===== src/include/uart_fc_pkg.sv =====
// Shared constants and carrier types for the flow-controlled serial port
package uart_fc_pkg;
  localparam int unsigned CLK_HZ = 20000000;
  localparam int unsigned MAX_BAUD = 1000000;
  localparam int unsigned OVERSAMPLE = 16;
  localparam int unsigned DIV_W = 16;
  // Smallest divisor that keeps the 16x tick at or below the 1 Mbps limit; rounded up so the cap holds
  localparam logic [15:0] DIV_MIN = 16'((CLK_HZ + MAX_BAUD * OVERSAMPLE - 1) / (MAX_BAUD * OVERSAMPLE));
  // Reset divisor for 115200 bit/s at 16x oversampling
  localparam logic [15:0] DIV_RESET = 16'(CLK_HZ / (115200 * OVERSAMPLE));
  localparam int unsigned DATA_BITS = 8;
  localparam logic [3:0] TICK_LAST = 4'hF;
  localparam logic [3:0] TICK_MID = 4'h7;
  localparam logic [2:0] BIT_LAST = 3'h7;

  // Configuration of one port
  typedef struct packed {
    logic [15:0] baud_div;
    logic parity_even;
    logic flow_hw;
    logic power_save;
  } uart_cfg_t;

  // Received byte with its error flags
  typedef struct packed {
    logic [7:0] data;
    logic parity_err;
    logic frame_err;
  } rx_word_t;
endpackage


===== src/rtl/uart_fc_channel.sv =====
// One serial channel: baud tick, transmitter, receiver and flow control
`timescale 1ns/1ns
module uart_fc_channel
  import uart_fc_pkg::*;
(
  // Clock and reset
  input wire logic clk_sys_in,
  input wire logic sys_rst_in,
  // Configuration
  input wire uart_cfg_t cfg_in,
  // Transmit request
  input wire logic [7:0] tx_data_in,
  input wire logic tx_valid_in,
  output logic tx_ready_out,
  // Receive result
  output rx_word_t rx_word_out,
  output logic rx_valid_out,
  input wire logic rx_ready_in,
  // Serial pins
  output logic txd_out,
  input wire logic rxd_in,
  output logic rts_n_out,
  input wire logic cts_n_in
);

  typedef enum {TX_IDLE, TX_START, TX_DATA, TX_PAR, TX_STOP} tx_state_t;
  typedef enum {RX_IDLE, RX_START, RX_DATA, RX_PAR, RX_STOP, RX_WAIT} rx_state_t;

  // Even parity bit over a byte
  function automatic logic even_par(input logic [7:0] d);
    even_par = ^d;
  endfunction

  // Three-stage input synchronisers; stages 2 and 3 must agree
  logic [2:0] rxd_sync_r;
  logic [2:0] cts_sync_r;
  logic rxd_r;
  logic rxd_nxt;
  logic cts_ok_r;
  logic cts_ok_nxt;

  always_comb
  begin
    rxd_nxt = (rxd_sync_r[1] == rxd_sync_r[2]) ? rxd_sync_r[2] : rxd_r;
    cts_ok_nxt = (cts_sync_r[1] == cts_sync_r[2]) ? ~cts_sync_r[2] : cts_ok_r;
  end

  always_ff @(posedge clk_sys_in)
  begin
    if (sys_rst_in)
    begin
      rxd_sync_r <= 3'h7;
      cts_sync_r <= 3'h7;
      rxd_r <= 1'b1;
      cts_ok_r <= 1'b0;
    end
    else
    begin
      rxd_sync_r <= {rxd_sync_r[1:0], rxd_in};
      cts_sync_r <= {cts_sync_r[1:0], cts_n_in};
      rxd_r <= rxd_nxt;
      cts_ok_r <= cts_ok_nxt;
    end
  end

  // Baud generator: any divisor gives arbitrary rates, clamped at the top rate
  logic [15:0] div_cnt_r;
  logic [15:0] div_cnt_nxt;
  logic tick;
  logic [15:0] div_eff;

  always_comb
  begin
    div_eff = (cfg_in.baud_div < DIV_MIN) ? DIV_MIN : cfg_in.baud_div;
    tick = (div_cnt_r == 16'h0000);
    div_cnt_nxt = tick ? div_eff - 16'h0001 : div_cnt_r - 16'h0001;
  end

  always_ff @(posedge clk_sys_in)
  begin
    if (sys_rst_in)
      div_cnt_r <= 16'h0000;
    else
      div_cnt_r <= div_cnt_nxt;
  end

  // Transmitter
  tx_state_t tx_st_r, tx_st_nxt;
  logic [7:0] tx_sh_r, tx_sh_nxt;
  logic [3:0] tx_tk_r, tx_tk_nxt;
  logic [2:0] tx_bit_r, tx_bit_nxt;
  logic tx_par_r, tx_par_nxt;
  logic txd_r, txd_nxt;
  logic tx_go;
  logic tx_rdy_r, tx_rdy_nxt;

  always_comb
  begin
    tx_st_nxt = tx_st_r;
    tx_sh_nxt = tx_sh_r;
    tx_tk_nxt = tx_tk_r;
    tx_bit_nxt = tx_bit_r;
    tx_par_nxt = tx_par_r;
    txd_nxt = txd_r;
    // With hardware handshake, new frames wait for clear-to-send; a running frame always finishes
    tx_go = tx_valid_in && tx_rdy_r;
    if (tx_st_r != TX_IDLE && tick)
      tx_tk_nxt = tx_tk_r + 4'h1;
    case (tx_st_r)
      TX_IDLE:
        if (tx_go)
        begin
          tx_sh_nxt = tx_data_in;
          tx_par_nxt = even_par(tx_data_in);
          tx_tk_nxt = 4'h0;
          tx_bit_nxt = 3'h0;
          txd_nxt = 1'b0;
          tx_st_nxt = TX_START;
        end
      TX_START:
        if (tick && tx_tk_r == TICK_LAST)
        begin
          txd_nxt = tx_sh_r[0];
          tx_st_nxt = TX_DATA;
        end
      TX_DATA:
        if (tick && tx_tk_r == TICK_LAST)
        begin
          tx_sh_nxt = {1'b0, tx_sh_r[7:1]};
          tx_bit_nxt = tx_bit_r + 3'h1;
          if (tx_bit_r == BIT_LAST)
          begin
            txd_nxt = cfg_in.parity_even ? tx_par_r : 1'b1;
            tx_st_nxt = cfg_in.parity_even ? TX_PAR : TX_STOP;
          end
          else
            txd_nxt = tx_sh_r[1];
        end
      TX_PAR:
        if (tick && tx_tk_r == TICK_LAST)
        begin
          txd_nxt = 1'b1;
          tx_st_nxt = TX_STOP;
        end
      TX_STOP:
        if (tick && tx_tk_r == TICK_LAST)
          tx_st_nxt = TX_IDLE; // Exactly one stop bit
      default:
        tx_st_nxt = TX_IDLE;
    endcase
    // Registered ready so take and pin agree; a freshly loaded flow setting shows one cycle late
    tx_rdy_nxt = (tx_st_nxt == TX_IDLE) && (!cfg_in.flow_hw || cts_ok_nxt);
  end

  always_ff @(posedge clk_sys_in)
  begin
    if (sys_rst_in)
    begin
      tx_st_r <= TX_IDLE;
      tx_sh_r <= 8'h00;
      tx_tk_r <= 4'h0;
      tx_bit_r <= 3'h0;
      tx_par_r <= 1'b0;
      txd_r <= 1'b1;
      tx_rdy_r <= 1'b1;
    end
    else
    begin
      tx_st_r <= tx_st_nxt;
      tx_sh_r <= tx_sh_nxt;
      tx_tk_r <= tx_tk_nxt;
      tx_bit_r <= tx_bit_nxt;
      tx_par_r <= tx_par_nxt;
      txd_r <= txd_nxt;
      tx_rdy_r <= tx_rdy_nxt;
    end
  end

  assign txd_out = txd_r;
  assign tx_ready_out = tx_rdy_r;

  // Receiver; samples each bit at its middle tick
  rx_state_t rx_st_r, rx_st_nxt;
  logic [7:0] rx_sh_r, rx_sh_nxt;
  logic [3:0] rx_tk_r, rx_tk_nxt;
  logic [2:0] rx_bit_r, rx_bit_nxt;
  logic rx_pe_r, rx_pe_nxt;
  rx_word_t rx_word_r, rx_word_nxt;
  logic rx_valid_r, rx_valid_nxt;
  logic rts_n_r, rts_n_nxt;
  logic mid;

  always_comb
  begin
    rx_st_nxt = rx_st_r;
    rx_sh_nxt = rx_sh_r;
    rx_tk_nxt = rx_tk_r;
    rx_bit_nxt = rx_bit_r;
    rx_pe_nxt = rx_pe_r;
    rx_word_nxt = rx_word_r;
    rx_valid_nxt = rx_valid_r && !rx_ready_in;
    mid = tick && (rx_tk_r == TICK_MID);
    if (rx_st_r != RX_IDLE && tick)
      rx_tk_nxt = rx_tk_r + 4'h1;
    case (rx_st_r)
      RX_IDLE:
        if (!rxd_r)
        begin
          rx_tk_nxt = 4'h0;
          rx_bit_nxt = 3'h0;
          rx_st_nxt = RX_START;
        end
      RX_START:
        if (mid)
        begin
          rx_tk_nxt = TICK_MID + 4'h1;
          // A glitch shorter than half a bit is not a start bit
          rx_st_nxt = rxd_r ? RX_IDLE : RX_DATA;
        end
      RX_DATA:
        if (mid)
        begin
          rx_sh_nxt = {rxd_r, rx_sh_r[7:1]}; // LSB arrives first
          rx_bit_nxt = rx_bit_r + 3'h1;
          if (rx_bit_r == BIT_LAST)
            rx_st_nxt = cfg_in.parity_even ? RX_PAR : RX_STOP;
        end
      RX_PAR:
        if (mid)
        begin
          rx_pe_nxt = rxd_r != even_par(rx_sh_r);
          rx_st_nxt = RX_STOP;
        end
      RX_STOP:
        if (mid)
        begin
          // A byte that finds the holding slot full is dropped; RTS should prevent it
          if (!rx_valid_r || rx_ready_in)
          begin
            rx_word_nxt.data = rx_sh_r;
            rx_word_nxt.parity_err = cfg_in.parity_even && rx_pe_r;
            rx_word_nxt.frame_err = !rxd_r;
            rx_valid_nxt = 1'b1;
          end
          rx_pe_nxt = 1'b0;
          // A low stop bit must end before a new start is hunted, else it reads as one
          rx_st_nxt = rxd_r ? RX_IDLE : RX_WAIT;
        end
      RX_WAIT:
        if (rxd_r)
          rx_st_nxt = RX_IDLE;
      default:
        rx_st_nxt = RX_IDLE;
    endcase
    // With hardware handshake, request-to-send is off whenever no byte can be taken; without it, always on
    rts_n_nxt = cfg_in.flow_hw ? (cfg_in.power_save || rx_valid_nxt) : 1'b0;
  end

  always_ff @(posedge clk_sys_in)
  begin
    if (sys_rst_in)
    begin
      rx_st_r <= RX_IDLE;
      rx_sh_r <= 8'h00;
      rx_tk_r <= 4'h0;
      rx_bit_r <= 3'h0;
      rx_pe_r <= 1'b0;
      rx_word_r <= '0;
      rx_valid_r <= 1'b0;
      rts_n_r <= 1'b0;
    end
    else
    begin
      rx_st_r <= rx_st_nxt;
      rx_sh_r <= rx_sh_nxt;
      rx_tk_r <= rx_tk_nxt;
      rx_bit_r <= rx_bit_nxt;
      rx_pe_r <= rx_pe_nxt;
      rx_word_r <= rx_word_nxt;
      rx_valid_r <= rx_valid_nxt;
      rts_n_r <= rts_n_nxt;
    end
  end

  assign rx_word_out = rx_word_r;
  assign rx_valid_out = rx_valid_r;
  assign rts_n_out = rts_n_r;

endmodule


===== src/rtl/uart_fc_top.sv =====
// Two independent flow-controlled serial ports with their configuration registers
`timescale 1ns/1ns

// Summary of operation
// - Two independent serial ports, each for commands and data.
// - Programmable divisor gives standard and odd rates, capped at 1 Mbps.
// - Drives transmit data and request-to-send; samples receive data and clear-to-send.
// - Hardware handshake or no flow control; none after reset.
// - With hardware handshake, request-to-send is off when no byte can be taken, including power saving; without it, always on.
// - Frame is 8 data bits, optional even parity, one stop bit.
// - Reset frame format is 8N1.
// - Data bits go least significant first.
// - Pins may be routed to any free module pin.
module uart_fc_top
  import uart_fc_pkg::*;
#(
  parameter int unsigned PORTS = 2
)
(
  // Clock and reset
  input wire logic clk_sys_in,
  input wire logic sys_rst_in,
  // Configuration, sampled on cfg_load_in
  input wire uart_cfg_t [PORTS-1:0] cfg_in,
  input wire logic [PORTS-1:0] cfg_load_in,
  // Transmit side
  input wire logic [PORTS-1:0][7:0] tx_data_in,
  input wire logic [PORTS-1:0] tx_valid_in,
  output logic [PORTS-1:0] tx_ready_out,
  // Receive side
  output rx_word_t [PORTS-1:0] rx_word_out,
  output logic [PORTS-1:0] rx_valid_out,
  input wire logic [PORTS-1:0] rx_ready_in,
  // Serial pins, routed by the pin mux outside this block
  output logic [PORTS-1:0] txd_out,
  input wire logic [PORTS-1:0] rxd_in,
  output logic [PORTS-1:0] rts_n_out,
  input wire logic [PORTS-1:0] cts_n_in
);

  // Elaboration-time refusal of an empty port set
  if (PORTS < 1)
  begin : g_bad_ports
    $error("PORTS must be at least 1");
  end

  // Per-port configuration registers; reset gives 8N1 with no flow control
  uart_cfg_t [PORTS-1:0] cfg_r;
  uart_cfg_t [PORTS-1:0] cfg_nxt;

  always_comb
  begin
    for (int i = 0; i < PORTS; i++)
      cfg_nxt[i] = cfg_load_in[i] ? cfg_in[i] : cfg_r[i];
  end

  always_ff @(posedge clk_sys_in)
  begin
    for (int i = 0; i < PORTS; i++)
    begin
      if (sys_rst_in)
        cfg_r[i] <= '{baud_div: DIV_RESET, parity_even: 1'b0, flow_hw: 1'b0, power_save: 1'b0};
      else
        cfg_r[i] <= cfg_nxt[i];
    end
  end

  // Independent channels; each pin is a plain port so any free pin can carry it
  for (genvar g = 0; g < PORTS; g++)
  begin : g_port
    uart_fc_channel u_chan (
      .clk_sys_in(clk_sys_in),
      .sys_rst_in(sys_rst_in),
      .cfg_in(cfg_r[g]),
      .tx_data_in(tx_data_in[g]),
      .tx_valid_in(tx_valid_in[g]),
      .tx_ready_out(tx_ready_out[g]),
      .rx_word_out(rx_word_out[g]),
      .rx_valid_out(rx_valid_out[g]),
      .rx_ready_in(rx_ready_in[g]),
      .txd_out(txd_out[g]),
      .rxd_in(rxd_in[g]),
      .rts_n_out(rts_n_out[g]),
      .cts_n_in(cts_n_in[g])
    );
  end

endmodule


===== config.mk =====
export PLATFORM = sky130hd
export DESIGN_NAME = uart_fc_top
export DESIGN_NICKNAME = d
export VERILOG_FILES = /design/src/include/uart_fc_pkg.sv /design/src/rtl/uart_fc_channel.sv /design/src/rtl/uart_fc_top.sv
export SDC_FILE = /design/constraint.sdc
export NUM_CORES = 1
export LEC_CHECK = 0
export BUFFER_PORTS_ARGS = -buffer_cell sky130_fd_sc_hd__buf_2
export CAP_MARGIN = 40
export CORE_MARGIN = 2
export CORE_UTILIZATION = 28
export DETAILED_ROUTE_END_ITERATION = 7
export HOLD_SLACK_MARGIN = 0.12
export PLACE_DENSITY = 0.53
export RECOVER_POWER = 100
export SYNTH_ARGS = -nofsm -noshare
export SYNTH_HDL_FRONTEND = slang
export SYNTH_SLANG_ARGS = --single-unit

===== constraint.sdc =====
create_clock -name clk_sys_in -period 3 [get_ports clk_sys_in]
set_clock_uncertainty 0.05 [all_clocks]
set_input_delay 0.6 -clock clk_sys_in [delete_from_list [all_inputs] [get_ports clk_sys_in]]
set_output_delay 0.6 -clock clk_sys_in [all_outputs]
set_load 0.03 [all_outputs]

[Yosys cells after proc, flatten, opt, wreduce, memory -nomap -nowiden]
Index checks and enable logic that the tools add are counted.
Word-level totals
  bits in latches: 0
  output and inout bits: 28
  memory bits (read-only): 0
  input port bits: 66
  memories: 0
  flip-flop bits (word level): 306
  bits in writable memories: 0
Cells by class
  $add $sub $neg: 12
  bitwise logic cells: 4
  reduce and logical (&&, ||, !) cells: 72
  $lt $le $gt $ge: 2
  muxes and demuxes: 100
  multiply operators: 0
  div/mod/pow operators: 0
  eq/ne operators: 54
  shift operators: 0
Operator list (number)
  $mux W32: 26
  $pmux W32 S6: 2
  $pmux W32 S5: 2
  $eq A32 B2 Y1 const B: 8
  $eq A32 B3 Y1 const B: 6
  $logic_not A32 Y1: 6
  $eq A32 B1 Y1 const B: 4
  $reduce_bool A32 Y1: 4
  $mux W16: 4
  $sub A16 B1 Y16 const B: 4
  $mux W4: 12
  $ne A2 B1 Y1 const B: 20
  $mux W3: 12
  $logic_not A16 Y1: 2
  $lt A16 B2 Y1 const B: 2
  $mux W8: 4
  $pmux W8 S2: 2
  $reduce_xor A8 Y1: 4
  $mux W1: 24
  $pmux W3 S2: 4
  $reduce_and A3 Y1: 8
  $add A4 B1 Y4 const B: 4
  $logic_and A1 B1 Y1: 16
  $pmux W4 S2: 2
  other kinds (19): 62

[Depth between registers and ports, before layout]
Gate-level depths: netlist of the first run.
  depth after elaboration: 6
  gate-level depth with buffers: 12

[Cells and area by module]
From an unflattened synthesis of the first run, not the netlist that was laid out.
Unflattened totals
  cell total of the unflattened synthesis: 1167
  area total of the unflattened synthesis: 10973.0 sq um
By module, submodules not included
  uart_fc_channel (g_port[1].u_chan): instances 1, area each 4818.4 sq um, cells an instance 526, sequential area each 2102.0 sq um
  uart_fc_channel (g_port[0].u_chan): instances 1, area each 4769.6 sq um, cells an instance 519, sequential area each 2102.0 sq um
  uart_fc_top: instances 1, area each 1385.1 sq um, cells an instance 122, sequential area each 760.7 sq um

[Worst setup path after synthesis of the first run]
Ideal clock, no wire load.
  path kind: register to register
  from: register cfg_r[6] in the netlist's numbering
  to: register g_port[0].u_chan.div_cnt_r[14]
  stages on the path, launching flop included: 11
  arrival: 2.822 ns
  setup time: 0.128 ns
  slack: 0.001 ns
  clock period less this slack: 2.999 ns
  data required time: 2.822 ns
  path through: dfxtp_1 or4_2 nor3_1 a211oi_1 a21oi_1 ha_1 nor2b_1 o211ai_1 nor4_1 xor2_1 nor2_1
Between the ends
  word-level cells in the longest chain between the ends: 4
RTL lines
  from (decl): line uart_fc_top.sv:48  | uart_cfg_t [PORTS-1:0] cfg_r;
  from (signal, indexed assignment): line uart_fc_top.sv:62  | cfg_r[i] <= '{baud_div: DIV_RESET, parity_even: 1'b0, flow_hw: 1'b0, power_save: 1'b0};
  from (signal, indexed assignment): line uart_fc_top.sv:64  | cfg_r[i] <= cfg_nxt[i];
  $lt A16 B2 Y1: line uart_fc_channel.sv:74  | div_eff = (cfg_in.baud_div < DIV_MIN) ? DIV_MIN : cfg_in.baud_div;
  $mux W16 (*): line uart_fc_channel.sv:74
  $sub A16 B1 Y16 (*): line uart_fc_channel.sv:76  | div_cnt_nxt = tick ? div_eff - 16'h0001 : div_cnt_r - 16'h0001;
  $mux W16 (*): line uart_fc_channel.sv:76
  to (signal assigned): line uart_fc_channel.sv:84  | div_cnt_r <= div_cnt_nxt;
  to (decl): line uart_fc_channel.sv:67  | logic [15:0] div_cnt_r;
Mark *: on every way between the ends. The rest lies on a longest branch, timed or not.
A chain may end at the register's enable or synchronous reset.

[Worst setup path after layout of the first run]
  from: register cfg_r[28] in the netlist's numbering
  to: register g_port[1].u_chan.div_cnt_r[10]
Between the ends
  word-level cells in the longest chain between the ends: 4
RTL lines (line)
  $lt A16 B2 Y1: uart_fc_channel.sv:74
  $mux W16 (*): uart_fc_channel.sv:74
  $sub A16 B1 Y16 (*): uart_fc_channel.sv:76
  $mux W16 (*): uart_fc_channel.sv:76
  to (signal assigned): uart_fc_channel.sv:84
  to (decl): uart_fc_channel.sv:67
Marks and branches as above.

==> out/qor.csv, run 1 <==
stage,metric,value,unit
run_status,status,completed,
timing,setup_slack,159,ps
hold_path,whs_endpoint,g_port[0].u_chan.cts_sync_r[0],
worst_setup_path,critPathKind,flip-flop to flip-flop,
timing,maxSlewViolCount,0,
global_route,grt_pass1_wl,40.0,mm
hold_path,hp-class,input pin to flip-flop,
placed_design,numPortBuffers,93,
detailed_routing,wl_met1,12.2,mm
power,vdd_drop_max,0.000485,V
global_route,grt_usage,0.126,
synth,async_flop_share,0,
power,cellPowerDensity,790,nW/um2
timing,fmax,352,MHz
detailed_routing,topRoutingLayerUsed,met4,
synth,yosys.area_share.simple,0.206,
synth,ys_seq_area_frac,0.481,
clocking,clk_latency,570,ps
detailed_routing,drt_iter0_drc,430,
worst_setup_path,worst_path_most_repeated_cell,nor2_1,
placed_design,gp_congestion,0.854,
worst_setup_path,rr_worst_depth,12,
job,maxCapViolCount,0,
worst_setup_path,cp_max_fo,5,
floorplanning,chipHeight,196,um
worst_setup_path,r2r_end,g_port[1].u_chan.div_cnt_r[10],
synth,ys_seq_elements,248,
global_route,antenna_found_initial,0,
power,combPwrFrac,0.234,
hold_path,hold_path_depth,2,
clocking,clock_sinks,248,
detailed_routing,wl_met2,10.4,mm
detailed_routing,wl_per_cell,13.7,um
detailed_routing,avgViaCountPerCell,4.68,
worst_setup_path,end_kind,flip-flop,
timing,relSlewSlack,0.0346,
hold_path,hp-start,cts_n_in[0],
placed_design,dp_slack,53.1,ps
clocking,cts_tree,built,
timing,min_period,2840,ps
clocking,clk_path_buf_depth,3,
timing,post-route-period-util,0.947,
floorplanning,core-area,36400,um2
detailed_routing,drt-total-wl,24.2,mm
power,intPower,0.00695,W
power,seqPwrFrac,0.378,
floorplanning,rows,70,
power,switching_share,0.301,
synth,synth_warnings,0,
floorplanning,start_util,0.283,
power,clkPwrFrac,0.389,
synth,synth_top_family_by_area,simple AND/OR/NAND/NOR gates,
worst_setup_path,rrSetupSlack,160,ps
cells_and_area,diodes,0,
worst_setup_path,cp.required,3390,ps
synth,synthDistinctLibCells,79,
worst_setup_path,crit_buf_inv,1,
clocking,cts_root_buf,clkbuf_16,
synth,synth-edff-count,0,
placed_design,hpwl,17.0,mm
detailed_routing,firstDrtPassIters,5,
floorplanning,dieArea,38400,um2
cells_and_area,nets,1350,
timing,rsz0062_at_grt,false,
cells_and_area,area_growth,21.8,%
global_route,grt_remaining_overflow,0,
floorplanning,io_pins,94,
clocking,path_clk_slew,60,ps
synth,synth_mux_area_frac,0.0769,
clocking,h-tree-depth,1,
detailed_routing,drt_drc_violations_left,0,
worst_setup_path,timing.rr.start,cfg_r[28],
detailed_routing,num_vias,8236,
synth,synth-adder-area-share,0.0179,
worst_setup_path,worst_path_largest_cell_delay,590,ps
timing,tightest_slew,1450,ps
clocking,cts_inserted_buffers,29,
power,p_leak,4.83,nW
timing,hold_viol,0,
synth,synth_area,10300,um2
timing,setup-tns-final,0,ps
synth,yosys_most_used_dff,dfxtp_1,
worst_setup_path,crit_slowest_cell,or4_1,
synth,syn_inst,1113,
synth,avgSynthCellArea,9.28,um2
power,switching_power,0.00299,W
timing,setup_viol,0,
detailed_routing,ant_nets,0,
synth,synth_xor_area_frac,0.0458,
detailed_routing,met3_length,1.12,mm
synth,synth-compound-area-share,0.134,
worst_setup_path,crit_path_start_kind,flip-flop,
worst_setup_path,crit_arrival,3230,ps
worst_setup_path,cp_cell_sequence,or4_1 > nor3_2 > buf_4 > a21oi_1 > nor2_1 > nor2_1 > ha_1 > and3_2 > o31a_1 > a41oi_1 > o22ai_1 > a311oi_1,
global_route,grt_max_degree,82,
worst_setup_path,crit_family,simple AND/OR/NAND/NOR gates,
floorplanning,die_x,196,um
global_route,grt_pass1_vias,7771,
cells_and_area,drive_gt1_frac,0.144,
[sequential cells by signal (all words and copies together), names as in the netlist, 6 cells and up]
signal                     count
g_port.u_chan.cts_sync_r       6
g_port.u_chan.rx_word_out     20
g_port.u_chan.tx_tk_r          8
g_port.u_chan.tx_bit_r         6
g_port.u_chan.div_cnt_r       32
cfg_r                         38
g_port.u_chan.tx_st_r         64
g_port.u_chan.rx_tk_r          8
g_port.u_chan.rx_sh_r         16
g_port.u_chan.tx_sh_r         16
g_port.u_chan.rx_st_r          6
g_port.u_chan.rx_bit_r         6
g_port.u_chan.rxd_sync_r       6
[layout make-up]
type                    count  area [um2]
fillers                  3802       23900
multi-input cells         842        5180
clock inverters            11         201
flip-flops and latches    248        4960
inverters                  13        48.8
clock buffers              43         878
repair buffers            136         717
well taps                 468         586
[Yosys cell counts, drive strengths merged (21+ instances only)]
cell	count	area share
dfxtp	248	0.48
nor2	150	0.055
a21oi	93	0.045
mux2i	76	0.074
nand2	65	0.024
nor3	44	0.022
clkbuf	40	0.016
xnor2	39	0.033
o21ai	36	0.018
buf	27	0.017
nor4	26	0.018
nand3	22	0.012
a211oi	21	0.017
[metal layers]
metal | vias to the layer above | track usage
met5 | - | 0
met3 | 31 | 0.0230
met2 | 142 | 0.195
met4 | 0 | 0.0359
li1 | 4215 | -
met1 | 3848 | 0.178
[metrics by stage]
stage	area [um2]	instances	util	hold slack (ps)	power (W)
after floorplan	10500	1170	-	339	0.00539
after global placement	11600	1705	0.318	342	0.00617
after detailed placement	11600	1705	0.318	350	0.00617
after CTS	12700	1760	0.348	152	0.0101
after global routing	12600	1761	0.345	167	0.0105
final	12600	1761	0.345	202	0.00994
[timing repair]
| action | 4_1_cts | 5_1_grt |
|---|---|---|
| setup buffers | 0 | 1 |
| setup endpoints to repair | 0 | 9 |
| endpoints found under the hold margin | 1 | 0 |
| resized for setup | 0 | 7 |
| hold buffers | 1 | 0 |
[cells by family after synthesis]
kind of cell / after synthesis
simple gates: 421
other cells: 1
compound gates: 215
xor+xnor: 54
mux: 79
fa+ha+maj: 15
buf+inv: 80
flops: 248
[power by group through the flow]
stage | Sequential [W] | Clock [W] | Combinational [W]
global placement | 0.00381 | 0 | 0.00236
detailed placement | 0.00382 | 0 | 0.00235
CTS | 0.00375 | 0.00400 | 0.00237
finish | 0.00376 | 0.00386 | 0.00232
floorplan | 0.00376 | 0 | 0.00163
global route | 0.00378 | 0.00413 | 0.00260
[cell usage in the layout (no fill, tap or decap), types with 22 or more instances in the layout]
| cell | synthesis | routed |
|---|---|---|
| buf_4 | 12 | 25 |
| o21ai_0 | 35 | 35 |
| a21oi_1 | 93 | 93 |
| xnor2_1 | 39 | 39 |
| clkbuf_16 | 0 | 29 |
| nor3_1 | 43 | 41 |
| mux2i_1 | 76 | 76 |
| nand2_1 | 65 | 65 |
| buf_2 | 9 | 63 |
| dfxtp_1 | 248 | 248 |
| nor2_1 | 150 | 150 |
| clkbuf_1 | 39 | 43 |
| nor4_1 | 24 | 22 |
| conb_1 | 1 | 58 |
[worst max-delay path by stage]
stage	start	depth (start not counted)	slack [ps]	endpoint
6_report	cfg_r[28]	12	160	g_port[1].u_chan.div_cnt_r[10]
5_1_grt	g_port[1].u_chan.div_cnt_r[11]	10	20	g_port[1].u_chan.div_cnt_r[10]
4_1_cts	cfg_r[28]	10	30	g_port[1].u_chan.div_cnt_r[12]
3_5_place_dp	cfg_r[28]	10	50	g_port[1].u_chan.div_cnt_r[12]
3_3_place_gp	cfg_r[12]	10	120	g_port[0].u_chan.div_cnt_r[14]
2_1_floorplan	cfg_r[6]	10	0.8	g_port[0].u_chan.div_cnt_r[14]
Power figures use the tool's default switching activity.
==> run 2, diff against run 1 <==
--- a/config.mk
+++ b/config.mk
@@ -8,10 +8,10 @@
 export BUFFER_PORTS_ARGS = -buffer_cell sky130_fd_sc_hd__buf_2
 export CAP_MARGIN = 40
 export CORE_MARGIN = 2
-export CORE_UTILIZATION = 28
+export CORE_UTILIZATION = 59
 export DETAILED_ROUTE_END_ITERATION = 7
 export HOLD_SLACK_MARGIN = 0.12
-export PLACE_DENSITY = 0.53
+export PLACE_DENSITY = 0.87
 export RECOVER_POWER = 100
 export SYNTH_ARGS = -nofsm -noshare
 export SYNTH_HDL_FRONTEND = slang
==> constraint.sdc (replaced) <==
create_clock -name clk_sys_in -period 2.69 [get_ports clk_sys_in]
set_clock_uncertainty 0.05 [all_clocks]
set_input_delay 0.538 -clock clk_sys_in [delete_from_list [all_inputs] [get_ports clk_sys_in]]
set_output_delay 0.538 -clock clk_sys_in [all_outputs]
set_load 0.03 [all_outputs]
==> run 2 against run 1 <==
Against the previous run: global-route usage increased by 13 points; routed wire length shrank 2.8%; non-clock buffer count up 19; first-iteration DRC count increased by 51%; highest routed layer unchanged; the run now ends with max-capacitance violations, max-slew violations, negative setup slack left; largest cell class unchanged; power up 9.8%; critical endpoint is now g_port[0].u_chan.div_cnt_r[14]; cell count fell by 13%; worst hold slack lost 49 ps; utilization grew 38 points.
==> out/qor.csv, run 2 (synthesis results as in run 1) <==
stage,metric,value,unit
detailed_routing,wl_per_cell,15.4,um
cells_and_area,largest_reg_flops,64,
cells_and_area,regMostFlops,g_port.u_chan.tx_st_r,
worst_setup_path,crit_slowest_cell,dfxtp_4,
global_route,grt_pass1_vias,8285,
floorplanning,io_pins,94,
worst_setup_path,critPathKind,flip-flop to flip-flop,
placed_design,dpl-instance-area,11500,um2
worst_setup_path,cp_cell_sequence,nor4_4 > buf_4 > nand4_4 > a211oi_4 > inv_1 > o22ai_2 > ha_2 > nor2b_4 > o211ai_1 > nor4_2 > xor2_1 > nor2_1,
run_status,violations,"max-capacitance violations, max-slew violations, negative setup slack",
clocking,clk_latency,520,ps
placed_design,hpwl,16.1,mm
floorplanning,core-area,17200,um2
global_route,grt_usage,0.252,
timing,post-route-period-util,1.00,
timing,relSlewSlack,-0.0116,
cells_and_area,final_cell_mix,"dfxtp_1, nor2_1, a21oi_1",
floorplanning,start_util,0.601,
clocking,cts_hold_buf,0,
worst_setup_path,crit_family,simple AND/OR/NAND/NOR gates,
detailed_routing,drt-total-wl,23.5,mm
power,finalPower,0.0109,W
clocking,clk_path_buf_depth,3,
clocking,cts_root_buf,clkbuf_16,
run_status,status,"complete, but fails checks",
cells_and_area,final_cell_area,12500,um2
clocking,path_clk_slew,60,ps
cells_and_area,fillerInstances,1256,
floorplanning,dieArea,18600,um2
hold_path,hold_path_depth,2,
detailed_routing,firstDrtPassIters,5,
cells_and_area,nets,1365,
timing,setup_slack,-7.42,ps
cells_and_area,drive_gt1_frac,0.180,
job,maxCapViolCount,1,
clocking,h-tree-depth,1,
cells_and_area,fin_util,0.726,
hold_path,whs_endpoint,g_port[0].u_chan.cts_sync_r[0],
detailed_routing,avgViaCountPerCell,5.60,
placed_design,numPortBuffers,93,
power,switching_power,0.00336,W
global_route,grt_pass1_wl,38.6,mm
timing,hold_viol,0,
worst_setup_path,crit_buf_inv,2,
clocking,cts_inserted_buffers,25,
worst_setup_path,rrSetupSlack,-7,ps
hold_path,hp-class,input pin to flip-flop,
power,clkPwrFrac,0.341,
detailed_routing,drt_drc_violations_left,0,
power,combPwrFrac,0.273,
cells_and_area,largestRegisters,"g_port.u_chan.tx_st_r x64, cfg_r x38, g_port.u_chan.div_cnt_r x32",
timing,setup_viol,1,
worst_setup_path,crit_path_start_kind,flip-flop,
timing,maxSlewViolCount,30,
global_route,grt_remaining_overflow,0,
worst_setup_path,r2r_end,g_port[0].u_chan.div_cnt_r[14],
cells_and_area,diodes,0,
detailed_routing,num_vias,8562,
timing,fmax,371,MHz
worst_setup_path,cp.required,3040,ps
worst_setup_path,end_kind,flip-flop,
power,switching_share,0.308,
timing,tightest_slew,1520,ps
floorplanning,chipHeight,136,um
worst_setup_path,timing.rr.start,g_port[0].u_chan.div_cnt_r[1],
timing,min_period,2700,ps
timing,setup-tns-final,-7.42,ps
worst_setup_path,crit_arrival,3040,ps
global_route,antenna_found_initial,0,
clocking,cts_tree,built,
worst_setup_path,rr_worst_depth,12,
worst_setup_path,cp_max_fo,3,
worst_setup_path,worst_path_largest_cell_delay,350,ps
global_route,grt_max_degree,57,
hold_path,hp-start,cts_n_in[0],
power,vdd_drop_max,0.000784,V
floorplanning,rows,48,
power,p_leak,4.90,nW
floorplanning,die_x,136,um
cells_and_area,layout_commonest_cell,dfxtp_1,
power,seqPwrFrac,0.386,
power,intPower,0.00755,W
detailed_routing,ant_nets,0,
power,cellPowerDensity,875,nW/um2
placed_design,dp_slack,-168,ps
cells_and_area,area_growth,20.7,%
clocking,clock_sinks,248,
detailed_routing,drt_iter0_drc,651,
placed_design,gp_congestion,0.941,
run 2: changes by cell type in the layout (fill, tap and decap cells not counted), sizes merged:
cell,change
dlygate4sd3,-1
inv,+1
clkbuf,-26
buf,+34
clkinv,+2
run 2: timing repair:
action | 4_1_cts | 5_1_grt
setup buffers | 0 | 5
endpoints found under the setup margin | 3 | 10
resized for setup | 4 | 22
hold endpoints to repair | 0 | 0
pin swaps | 4 | 21
run 2: power groups by stage:
stage	Combinational (W)	Clock, W	Sequential (W)
3_3_place_gp	0.00265	0	0.00424
4_1_cts	0.00275	0.00378	0.00418
3_5_place_dp	0.00271	0	0.00426
2_1_floorplan	0.00185	0	0.00420
6_report	0.00298	0.00372	0.00421
5_1_grt	0.00322	0.00392	0.00424
run 2: area by class of cell:
class	count	area, um2	area share
repair buffers	155	911	0.0731
well taps	225	282	0.0226
flip-flops and latches	248	4970	0.399
clock inverters	14	205	0.0165
clock buffers	31	688	0.0552
inverters	13	48.8	0.00391
multi-input cells	842	5360	0.430
run 2: metal layers:
metal	up-vias	global-route usage	wire (um)
met5	-	0	0
met4	0	0.0914	651
met3	53	0.0440	1280
met2	276	0.449	11800
met1	3997	0.304	9770
li1	4236	-	-
run 2: through the flow:
step	hold WS, ps	cells
6_report	154	1528
5_1_grt	138	1528
4_1_cts	138	1523
3_5_place_dp	345	1478
3_3_place_gp	344	1478
2_1_floorplan	339	1170
run 2: worst max path at each step:
| stage | startpoint | depth (start not counted) | slack, ps | endpoint |
|---|---|---|---|---|
| floorplan | cfg_r[12] | 10 | -90 | g_port[0].u_chan.div_cnt_r[14] |
| global placement | cfg_r[12] | 10 | -5 | g_port[0].u_chan.div_cnt_r[14] |
| detailed placement | cfg_r[12] | 10 | -170 | g_port[0].u_chan.div_cnt_r[14] |
| CTS | cfg_r[27] | 10 | 4 | g_port[1].u_chan.div_cnt_r[12] |
| global route | g_port[0].u_chan.div_cnt_r[1] | 12 | -170 | g_port[0].u_chan.div_cnt_r[14] |
| finish | g_port[0].u_chan.div_cnt_r[1] | 12 | -7 | g_port[0].u_chan.div_cnt_r[14] |
